<file path="config.mk">
export PLATFORM = sky130hd
export DESIGN_NAME = wdaux_dev_flat
export DESIGN_NICKNAME = d
export VERILOG_FILES = /design/src/logic/wdaux_pkg.sv /design/src/logic/wdaux_if.sv /design/src/logic/wdaux_dev.sv /design/src/flat_wrapper.sv
export SDC_FILE = /design/constraint.sdc
export NUM_CORES = 1
export LEC_CHECK = 0
export ABC_CLOCK_PERIOD_IN_PS = 8200
export BUFFER_PORTS_ARGS = -buffer_cell sky130_fd_sc_hd__buf_4
export CORE_ASPECT_RATIO = 0.75
export CORE_MARGIN = 4
export CORE_UTILIZATION = 59
export CTS_CLUSTER_DIAMETER = 200
export DETAILED_ROUTE_END_ITERATION = 8
export PLACE_DENSITY = 0.79
export REMOVE_ABC_BUFFERS = 1
export SYNTH_ARGS = -nofsm -noshare
export SYNTH_HDL_FRONTEND = slang
export SYNTH_SLANG_ARGS = --single-unit
</file>
<file path="constraint.sdc">
create_clock -name pclk -period 8.2 [get_ports pclk]
set_clock_uncertainty 0.05 [all_clocks]
set_input_delay 2.05 -clock pclk [delete_from_list [all_inputs] [get_ports pclk]]
set_output_delay 2.05 -clock pclk [all_outputs]
set_load 0.02 [all_outputs]
</file>
<file path="src/logic/wdaux_pkg.sv">
// Function
// - watchdog counter runs whenever slow oscillator is on
// - exact key disables reset, other value enables
// - reset disabled still yields interrupts, wakeups
// - only slow oscillator off stops watchdog counter
// - oscillator-off write ignored while reset enabled
// - enabled watchdog reset forces oscillator on
// - active mode to cpu, sleep to wakeup controller
// - reset cause flag sticky, cleared by software
// - three aux counters, selectable slow clock
// - counters a, b 16-bit, wrap after 65535
// - clear-on-match returns counter to zero
// - clear select bit: one match, zero free
// - new match applies after three input clocks
// - irq on match or overflow sets flag
// - no new irq while flag still set
// - flags ORed into one request, individually readable
// - enable takes effect after three input clocks
// - software avoids config writes once counters run
// - counts readable, zero bit clears counter
// - counter c 32-bit, free-running only
// - counter c irq on selected bit toggle
// - chain bits cascade a to b to c
package wdaux_pkg;
    localparam int ADDR_W = 4;
    localparam logic [31:0] DISABLE_KEY = 32'hACED8865;
    // device register indices
    localparam logic [3:0] IX_KEY = 4'h0;
    localparam logic [3:0] IX_OSC = 4'h1;
    localparam logic [3:0] IX_CAUSE = 4'h2;
    localparam logic [3:0] IX_CLKSEL = 4'h3;
    localparam logic [3:0] IX_MATCH = 4'h4;
    localparam logic [3:0] IX_CFG = 4'h5;
    localparam logic [3:0] IX_CTRL = 4'h6;
    localparam logic [3:0] IX_CNTLO = 4'h7;
    localparam logic [3:0] IX_CNTHI = 4'h8;
    localparam logic [3:0] IX_WDSTAT = 4'h9;
    // config fields; counter b fields sit CFG_B_OFS above counter a
    localparam int CFG_SEL = 0;
    localparam int CFG_CLR = 1;
    localparam int CFG_CHAIN = 2;
    localparam int CFG_B_OFS = 8;
    localparam int CFG_TOG_LSB = 16;
    localparam int TOG_W = 5;
    // control fields
    localparam int CTRL_RUN_LSB = 0;
    localparam int CTRL_ZERO_LSB = 4;
    localparam int CTRL_FLAG_LSB = 8;
    localparam int WDSTAT_FLAG = 16;
    localparam logic [1:0] APPLY_TICKS = 2'h3;
    localparam logic [15:0] CNT16_MAX = 16'hFFFF;
    typedef enum logic [1:0] {
        WDAUX_PM_ACTIVE = 2'b00,
        WDAUX_PM_SLEEP = 2'b01,
        WDAUX_PM_DEEP = 2'b10
    } wdaux_pm_e;
    // controller APB byte offsets
    localparam logic [7:0] OFS_CMD = 8'h00;
    localparam logic [7:0] OFS_WDATA = 8'h04;
    localparam logic [7:0] OFS_MODE = 8'h08;
    localparam logic [7:0] OFS_STATUS = 8'h0C;
    localparam logic [7:0] OFS_RDATA = 8'h10;
    localparam int CMD_WE = 8;
    localparam int CMD_GO = 31;
    typedef enum logic [0:0] {
        WDAUX_IDLE = 1'b0,
        WDAUX_WAIT = 1'b1
    } wdaux_st_e;
endpackage

</file>
<file path="src/logic/wdaux_if.sv">
`timescale 1ns/100ps
interface wdaux_if;
    logic req;
    logic we;
    logic [3:0] addr;
    logic [31:0] wdata;
    logic [31:0] rdata;
    logic ack;
    logic [1:0] pm;
    logic cpu_irq;
    logic wic_irq;
    logic rst_req;
    modport dev (
        input req, we, addr, wdata, pm,
        output rdata, ack, cpu_irq, wic_irq, rst_req
    );
    modport ctl (
        output req, we, addr, wdata, pm,
        input rdata, ack, cpu_irq, wic_irq, rst_req
    );
endinterface

</file>
<file path="src/logic/wdaux_dev.sv">
`timescale 1ns/100ps
module wdaux_dev (
    // clock and reset (power-on, brownout, external pin)
    input wire logic pclk,
    input wire logic presetn,
    // register port toward the controller
    wdaux_if.dev bus,
    // slow clock pins, asynchronous
    input wire logic lso_clk_in,
    input wire logic wco_clk_in,
    // expiry from the base watchdog match logic
    input wire logic wdt_bite
);
    ////////////////////////////////////////////////////////////////////////
    typedef struct packed {
        logic [2:0] lso_s;
        logic [2:0] wco_s;
        logic key_dis;
        logic osc_en;
        logic cause;
        logic wd_flag;
        logic [15:0] wd_cnt;
        logic clk_sel;
        logic [31:0] match_eff;
        logic [31:0] match_pend;
        logic [1:0] match_dly;
        logic [31:0] cfg;
        logic [2:0] run;
        logic [2:0] run_pend;
        logic [1:0] run_dly;
        logic [1:0][15:0] cnt_ab;
        logic [31:0] cnt_c;
        logic [2:0] flags;
        logic ack;
        logic [31:0] rdata;
        logic cpu_irq;
        logic wic_irq;
        logic rst_req;
    } wdaux_dev_s;

    localparam int TOG_W = wdaux_pkg::TOG_W;

    wdaux_dev_s q, d;
    logic lso_tick, wco_tick, aux_tick, step_c, tog;
    logic [1:0] step, hit, ovf;
    logic [31:0] c_next;
    logic [TOG_W-1:0] tsel;

    ////////////////////////////////////////////////////////////////////////
    always_comb begin
        d = q;
        d.ack = 1'b0;
        // first stage feeds only the second
        d.lso_s = {q.lso_s[1:0], lso_clk_in};
        d.wco_s = {q.wco_s[1:0], wco_clk_in};
        lso_tick = q.lso_s[1] & ~q.lso_s[2] & q.osc_en;
        wco_tick = q.wco_s[1] & ~q.wco_s[2];
        aux_tick = q.clk_sel ? wco_tick : lso_tick;
        tsel = q.cfg[wdaux_pkg::CFG_TOG_LSB +: TOG_W];

        // register access: clears first so hardware sets below win
        if (bus.req && !q.ack) begin
            d.ack = 1'b1;
            if (bus.we) begin
                if (bus.addr == wdaux_pkg::IX_KEY) begin
                    d.key_dis = (bus.wdata == wdaux_pkg::DISABLE_KEY);
                end else if (bus.addr == wdaux_pkg::IX_OSC) begin
                    if (bus.wdata[0] || q.key_dis) begin
                        d.osc_en = bus.wdata[0];
                    end
                end else if (bus.addr == wdaux_pkg::IX_CAUSE) begin
                    if (bus.wdata[0]) begin
                        d.cause = 1'b0;
                    end
                end else if (bus.addr == wdaux_pkg::IX_CLKSEL) begin
                    d.clk_sel = bus.wdata[0];
                end else if (bus.addr == wdaux_pkg::IX_MATCH) begin
                    d.match_pend = bus.wdata;
                    d.match_dly = wdaux_pkg::APPLY_TICKS;
                end else if (bus.addr == wdaux_pkg::IX_CFG) begin
                    d.cfg = bus.wdata;
                end else if (bus.addr == wdaux_pkg::IX_CTRL) begin
                    d.run_pend = bus.wdata[wdaux_pkg::CTRL_RUN_LSB +: 3];
                    d.run_dly = wdaux_pkg::APPLY_TICKS;
                    d.flags = q.flags & ~bus.wdata[wdaux_pkg::CTRL_FLAG_LSB +: 3];
                end else if (bus.addr == wdaux_pkg::IX_WDSTAT) begin
                    if (bus.wdata[wdaux_pkg::WDSTAT_FLAG]) begin
                        d.wd_flag = 1'b0;
                    end
                end
            end else begin
                d.rdata = 32'h0;
                if (bus.addr == wdaux_pkg::IX_KEY) begin
                    d.rdata = {31'h0, q.key_dis};
                end else if (bus.addr == wdaux_pkg::IX_OSC) begin
                    d.rdata = {31'h0, q.osc_en};
                end else if (bus.addr == wdaux_pkg::IX_CAUSE) begin
                    d.rdata = {31'h0, q.cause};
                end else if (bus.addr == wdaux_pkg::IX_CLKSEL) begin
                    d.rdata = {31'h0, q.clk_sel};
                end else if (bus.addr == wdaux_pkg::IX_MATCH) begin
                    d.rdata = q.match_pend;
                end else if (bus.addr == wdaux_pkg::IX_CFG) begin
                    d.rdata = q.cfg;
                end else if (bus.addr == wdaux_pkg::IX_CTRL) begin
                    d.rdata = {21'h0, q.flags, 5'h0, q.run};
                end else if (bus.addr == wdaux_pkg::IX_CNTLO) begin
                    d.rdata = {q.cnt_ab[1], q.cnt_ab[0]};
                end else if (bus.addr == wdaux_pkg::IX_CNTHI) begin
                    d.rdata = q.cnt_c;
                end else if (bus.addr == wdaux_pkg::IX_WDSTAT) begin
                    d.rdata = {15'h0, q.wd_flag, q.wd_cnt};
                end
            end
        end

        // watchdog counter: free-running on the slow oscillator only
        if (lso_tick) begin
            d.wd_cnt = q.wd_cnt + 16'h1;
            if (q.wd_cnt == wdaux_pkg::CNT16_MAX) begin
                d.wd_flag = 1'b1;
            end
        end
        if (!q.key_dis) begin
            d.osc_en = 1'b1;
        end
        // reset cause holds until software clears it or presetn, which is a full restart
        if (wdt_bite && !q.key_dis) begin
            d.rst_req = 1'b1;
            d.cause = 1'b1;
        end

        // settings cross into the counters after three input clocks
        if (aux_tick && q.match_dly != 2'h0) begin
            d.match_dly = q.match_dly - 2'h1;
            if (q.match_dly == 2'h1) begin
                d.match_eff = q.match_pend;
            end
        end
        if (aux_tick && q.run_dly != 2'h0) begin
            d.run_dly = q.run_dly - 2'h1;
            if (q.run_dly == 2'h1) begin
                d.run = q.run_pend;
            end
        end

        // counters a and b; b may step on a's match instead of the clock
        for (int i = 0; i < 2; i++) begin
            step[i] = aux_tick & q.run[i];
            if (i == 1 && q.cfg[wdaux_pkg::CFG_CHAIN]) begin
                step[i] = step[i] & hit[0];
            end
            hit[i] = step[i] & (q.cnt_ab[i] == q.match_eff[16*i +: 16]);
            ovf[i] = step[i] & (q.cnt_ab[i] == wdaux_pkg::CNT16_MAX);
            if (step[i]) begin
                if (hit[i] && q.cfg[wdaux_pkg::CFG_B_OFS*i + wdaux_pkg::CFG_CLR]) begin
                    d.cnt_ab[i] = 16'h0;
                end else begin
                    d.cnt_ab[i] = q.cnt_ab[i] + 16'h1;
                end
            end
            // a flag already set swallows further events
            if (q.cfg[wdaux_pkg::CFG_B_OFS*i + wdaux_pkg::CFG_SEL] ? ovf[i] : hit[i]) begin
                d.flags[i] = 1'b1;
            end
        end

        // counter c: 32-bit free-running, irq on selected bit toggle
        step_c = aux_tick & q.run[2];
        if (q.cfg[wdaux_pkg::CFG_B_OFS + wdaux_pkg::CFG_CHAIN]) begin
            step_c = step_c & hit[1];
        end
        c_next = q.cnt_c + 32'h1;
        tog = c_next[tsel] ^ q.cnt_c[tsel];
        if (step_c) begin
            d.cnt_c = c_next;
            if (tog) begin
                d.flags[2] = 1'b1;
            end
        end

        // zero bits win over counting in the same cycle
        if (bus.req && !q.ack && bus.we && bus.addr == wdaux_pkg::IX_CTRL) begin
            for (int i = 0; i < 2; i++) begin
                if (bus.wdata[wdaux_pkg::CTRL_ZERO_LSB + i]) begin
                    d.cnt_ab[i] = 16'h0;
                end
            end
            if (bus.wdata[wdaux_pkg::CTRL_ZERO_LSB + 2]) begin
                d.cnt_c = 32'h0;
            end
        end

        // one request, steered by power mode
        d.cpu_irq = (d.wd_flag | (|d.flags))
            & (bus.pm == wdaux_pkg::WDAUX_PM_ACTIVE);
        d.wic_irq = (d.wd_flag | (|d.flags))
            & (bus.pm != wdaux_pkg::WDAUX_PM_ACTIVE);
    end

    ////////////////////////////////////////////////////////////////////////
    always_ff @(posedge pclk or negedge presetn) begin
        if (!presetn) begin
            q <= '0;
            q.osc_en <= 1'b1;
        end else begin
            q <= d;
        end
    end

    assign bus.rdata = q.rdata;
    assign bus.ack = q.ack;
    assign bus.cpu_irq = q.cpu_irq;
    assign bus.wic_irq = q.wic_irq;
    assign bus.rst_req = q.rst_req;
endmodule // wdaux_dev

</file>
<file path="src/flat_wrapper.sv">
// flat-port wrapper written by rule: the top's interface ports become plain ports
module wdaux_dev_flat 
  (pclk, presetn, lso_clk_in, wco_clk_in, wdt_bite, bus_req, bus_we, bus_addr, bus_wdata, bus_pm, bus_rdata, bus_ack, bus_cpu_irq, bus_wic_irq, bus_rst_req);
  wdaux_if bus_i ();
  input wire logic pclk;
  input wire logic presetn;
  input wire logic lso_clk_in;
  input wire logic wco_clk_in;
  input wire logic wdt_bite;
  input wire logic [$bits(bus_i.req)-1:0] bus_req;
  input wire logic [$bits(bus_i.we)-1:0] bus_we;
  input wire logic [$bits(bus_i.addr)-1:0] bus_addr;
  input wire logic [$bits(bus_i.wdata)-1:0] bus_wdata;
  input wire logic [$bits(bus_i.pm)-1:0] bus_pm;
  output wire logic [$bits(bus_i.rdata)-1:0] bus_rdata;
  output wire logic [$bits(bus_i.ack)-1:0] bus_ack;
  output wire logic [$bits(bus_i.cpu_irq)-1:0] bus_cpu_irq;
  output wire logic [$bits(bus_i.wic_irq)-1:0] bus_wic_irq;
  output wire logic [$bits(bus_i.rst_req)-1:0] bus_rst_req;
  assign bus_i.req = bus_req;
  assign bus_i.we = bus_we;
  assign bus_i.addr = bus_addr;
  assign bus_i.wdata = bus_wdata;
  assign bus_i.pm = bus_pm;
  assign bus_rdata = bus_i.rdata;
  assign bus_ack = bus_i.ack;
  assign bus_cpu_irq = bus_i.cpu_irq;
  assign bus_wic_irq = bus_i.wic_irq;
  assign bus_rst_req = bus_i.rst_req;
  wdaux_dev u_core (.pclk(pclk), .presetn(presetn), .bus(bus_i), .lso_clk_in(lso_clk_in), .wco_clk_in(wco_clk_in), .wdt_bite(wdt_bite));
endmodule
</file>
-- After elaboration in Yosys (flattened, before gate mapping)
Index checks and enable logic that the tools add are counted.
- output and inout port bits: 36
- logic and storage cells: 211
- bits in registers: 236
- input port bits: 45
- equality and inequality tests: 34
- magnitude comparators: 1
- add/sub/neg operators: 6
- bitwise operators: 27
- muxes and demuxes: 80
- reduce and logical (&&, ||, !) cells: 39
- operators by type and width (cell ; count):
    32-bit 2-to-1 mux ; 13
    34-bit 2-to-1 mux ; 6
    16-bit 2-to-1 mux ; 6
    64-bit 2-to-1 mux ; 1
    16-bit by 1-bit adder with 16-bit output (second input constant) ; 3
    16-bit == test (second input constant) ; 3
    36-bit 2-to-1 mux ; 1
    17-bit 2-to-1 mux ; 2
    2-bit inequality test (second input constant) ; 17
    3-bit 2-to-1 mux ; 11
    33-bit 2-to-1 mux ; 1
    32-bit by 1-bit adder with 32-bit output (second input constant) ; 1
    16-bit == test ; 2
    32-bit == test (second input constant) ; 1
    2-bit 2-to-1 mux ; 13
    2-bit nonzero test ; 13
    1-bit 2-to-1 mux ; 24
    9-bit AND reduction ; 2
    4-bit by 3-bit == test with 1-bit output (second input constant) ; 4
    1-bit AND ; 14
    7-bit AND reduction ; 2
    6-bit AND reduction ; 2
    1-bit binary-select mux with 5-bit select ; 2
    1-bit inverter ; 9
    other kinds (20) ; 34

-- Longest topological paths before layout
- depth in word-level cells: 18
- mapped depth: 10
- gate-level depth less buffers: 9

-- Worst setup path before layout
OpenSTA, ideal clock, no wires.
- path kind: input-to-reg
- from: input port bus_addr[1]
- to: register u_core.q (netlist bit u_core.bus.wic_irq)
- library setup time: 0.132 ns
- slack: 3.976 ns
- arrival: 4.043 ns
- buffers on the path: 1
- data required time: 8.018 ns
- stages on the path: 8
- cell sequence: clkbuf_1 nand2_1 nor2_1 a21boi_0 or3_1 or4b_2 a311oi_1 a21oi_1
- RTL lines (element ; RTL line ; RTL):
    start, declared ; flat_wrapper.sv:12 ; input wire logic [$bits(bus_i.addr)-1:0] bus_addr;
    end, declared ; wdaux_dev.sv:43 ; wdaux_dev_s q, d;

==> summary.md <==
| Metric | Value |
|---|---|
| GR Util met3 | `approximately 7.6%` |
| Mean post-synth cell area | `9.93 sq um` |
| Antenna violation net count after detailed routing | `0` |
| Leading cell types by count after synthesis | `dfrtp_1 (235), nand2_1 (131), nor2_1 (105)` |
| Sequential Power Share | `between 40% and 50%` |
| Proportion of synthesized chip area in sequential cells | `45.9%` |
| Synthesized flop and latch total | `236` |
| Worst Setup Start Kind | `primary input` |
| Outcome | `finished clean` |
| DR iter-0 viols | `1365` |
| Max H-tree Level | `1` |
| Later-pin clock latency in the skew report | `530 ps` |
| Final non-filler cell area | `14100 sq um` |
| Setup Buffers After CTS | `0` |
| Delay contributed by the slowest stage of the critical path | `790 ps` |
| Root Buffer Master | `clkbuf_16` |
| First-pass GRT wire length | `56600 microns` |
| Number of top-level pins | `between 80 and 90` |
| Start-to-end type of the worst setup path | `primary input to flip-flop` |
| Final HPWL from detailed placement | `roughly 25000 microns` |
| Combinational fraction of design power | `approximately a quarter` |
| Number of global-route vias before repair | `10100` |
| Time the final worst path needs with I/O delays and setup | `5140 ps` |
| Die area | `24300 sq um` |
| Maxcap violations | `0` |
| Setup crit end kind | `flip-flop` |
| Netlist cell types | `between 70 and 80` |
| CTS tree | `done` |
| Final Core Density | `about 66%` |
| Arrival time reported for the critical path endpoint | `~5500 ps` |
| Path category of the worst min-delay check | `flip-flop to flip-flop` |
| Final Cycle Share | `62.7%` |
| P_sw | `1.38 mW` |
| Area after detailed placement | `13300 sq um` |
| Antenna violations before repair | `2` |
| Required time reported for the critical path endpoint | `8540 ps` |
| Share of total power consumed by net switching | `35.5%` |
| Die boundary height | `136 microns` |
| Critical-path maximum fanout | `44` |
| Maximum number of pins on one net before global-route repair | `~110` |
| Number of detailed-routing iterations run before antenna repair | `7` |
| CTS-repair resized insts | `0` |
| Main synth FF type | `dfrtp_1` |
| Global routing usage on met2 | `41.6%` |
| Initial core utilization | `60.5%` |
| Most heavily used metal layer in global routing | `met1` |
| Peak VDD IR | `0.000179 V` |
| Number of hold-slack violations in the final timing report | `0` |
| Nets | `approximately 1300` |
| GR Overflow Total | `0` |
| Syn Inst Count | `1296` |
| CTS clock-pin slew for the worst setup and hold paths | `60 ps` |
| Yosys top cell by area | `dfrtp_1` |
| Wire per inst | `22.4 microns` |
| Std-Cell Core Area | `21300 sq um` |
| GRT Util Overall | `29.5%` |
| Layout overhead on the synthesized area | `9.66%` |
| Num CTS Buffers | `24` |
| Setup-failing EPs final | `0` |
| Routability congestion estimate from global placement | `0.911` |
| Synthesized area | `approximately 13000 sq um` |
| Hold buffer count at CTS | `0` |
| Internal Power | `2.51 mW` |
| RSZ-0062 raised after global routing | `false` |
| Share of the synthesized area in the top cell type | `45.7%` |
| Most common cell in the synthesized netlist | `dfrtp_1` |
| Max frequency | `195 MHz` |
| Fraction of synthesis flops using an asynchronous set or reset pin | `100%` |
| Deepest clock path buffer count | `3` |
| Number of buffers inserted by port buffering | `80` |
| EDFF count, synth | `0` |
| Cell repeated most along the worst path | `buf_4` |
| Number of sinks driven by the clock tree | `236` |
| Vias post-DR | `10400` |
| GRT met1 Usage | `between 40% and 50%` |
| Max-slew violation count | `0` |
| Number of vias per cell after detailed routing | `6.52` |
| Proportion of power drawn by the clock network | `between 20 and 30%` |
| Max transition margin | `17.5%` |
| Die W | `179 microns` |
| Residual DRC count | `0` |
| Aggregate routed wire length | `35600 microns` |
| Accumulated negative setup slack | `0 ps` |
| Cell Rows | `46` |
| Worst setup slack after placement | `2670 ps` |
| Fraction of layout cells with a size suffix above 1 | `roughly a fifth` |
| Sequence of cells on the critical path | `buf_4, nor2b_2, buf_4, nand2_1, nor2_1, a21boi_0, or3_1, or4b_2, a311oi_1, a21oi_1` |
| Critical Path Slowest Stage Cell | `nor2_1` |
| Leakage power | `approximately 6.2 nW` |
| Synth warnings | `0` |
| Top cells by area, synth | `dfrtp_1 (46%), mux2_2 (8.7%), xor2_1 (4.3%)` |
| Power density cells | `approximately 280 nW/um^2` |
| Setup slack after layout | `3060 ps` |
| Slew at the pin closest to its max-slew limit | `1240 ps` |
==> final cells by class <==
class	count	area, sq um
diodes	1	2.50
clock buffers	32	661
clock inverters	9	140
fillers	1663	7180
inverters	21	78.8
multi-input cells	913	6280
flip-flops and latches	236	5910
well taps	288	360
repair buffers	90	683
==> power groups by stage <==
| stage | Combinational [mW] | Sequential, mW | Clock (mW) |
|---|---|---|---|
| 4_1_cts | 0.994 | 1.74 | 1.13 |
| 3_5_place_dp | 0.984 | 1.75 | 0 |
| 3_3_place_gp | 0.950 | 1.74 | 0 |
| 6_report | 1.01 | 1.76 | 1.13 |
| 5_1_grt | 1.11 | 1.78 | 1.18 |
| 2_1_floorplan | 0.682 | 1.66 | 0 |
==> cell usage in the layout (no fill, tap or decap), types with 13 or more instances in the layout <==
cell / synthesis / layout
dfrtp_1: 235 / 235
mux2_2: 100 / 100
mux2i_1: 16 / 16
nand2_1: 131 / 131
and3_1: 14 / 14
or3_1: 13 / 13
buf_4: 34 / 89
inv_1: 21 / 21
nor4_1: 22 / 22
nor3_1: 26 / 25
o21ai_0: 74 / 74
a21oi_1: 39 / 39
nand3_1: 35 / 35
xnor2_1: 47 / 47
o31ai_1: 21 / 21
a22oi_1: 17 / 17
clkbuf_16: 0 / 24
nand4_1: 37 / 37
xor2_1: 63 / 63
nor2_1: 105 / 104
==> sequential cells by signal, summed over array words and instances, names as in the netlist <==
signal              cells
u_core.bus.ack          1
u_core.bus.cpu_irq      1
u_core.bus.rdata       32
u_core.bus.rst_req      1
u_core.bus.wic_irq      1
u_core.d                4
u_core.q              196
==> routing by layer <==
layer | vias up | wire [microns]
met5 | - | 8
met4 | 2 | 957
met3 | 83 | 4160
met2 | 610 | 15000
met1 | 5110 | 15500
li1 | 4569 | -
==> stage by stage <==
step | std cells | hold WS (ps) | power [mW]
after floorplan | 1170 | 281 | 2.34
after global placement | 1548 | 284 | 2.69
after detailed placement | 1548 | 290 | 2.74
after CTS | 1589 | 298 | 3.86
after global routing | 1589 | 306 | 4.07
final | 1590 | 297 | 3.89
==> cell families (layout without fill, tap and decap cells) <==
logic type,count (synthesis),count (layout),synth area share (%)
flops,236,236,45.9
simple gates,440,440,17.0
buf+inv,147,152,5.43
fa+ha+maj,8,8,0.778
compound gates,229,229,11.7
xor+xnor,110,110,7.48
mux,126,126,11.7
other cells,0,1,0
==> path summary, 6_finish.rpt <==
kind,slack (ps),startpoint,to,cells past startpoint
max,3060,bus_addr[2],u_core.bus.wic_irq$_DFF_PN0_,10
min,300,u_core.d[234]$_DFF_PN0_,u_core.d[235]$_DFF_PN0_,0
max reg2reg,4410,u_core.q[41]$_DFF_PN0_,u_core.bus.wic_irq$_DFF_PN0_,8
min reg2reg,300,u_core.d[234]$_DFF_PN0_,u_core.d[235]$_DFF_PN0_,0
max in group asynchronous,5170,presetn,u_core.q[174]$_DFFE_PN0P_,2
min in group asynchronous,1540,presetn,u_core.bus.rdata[3]$_DFFE_PN0P_,1
==> critical path: cells and delay by family <==
kind	cells	cell delay (ps)
buffers and inverters	2	580
and+or+nand+nor	5	2230
AOI/OAI and AO/OA	3	600
Power figures use the tool's default switching activity.
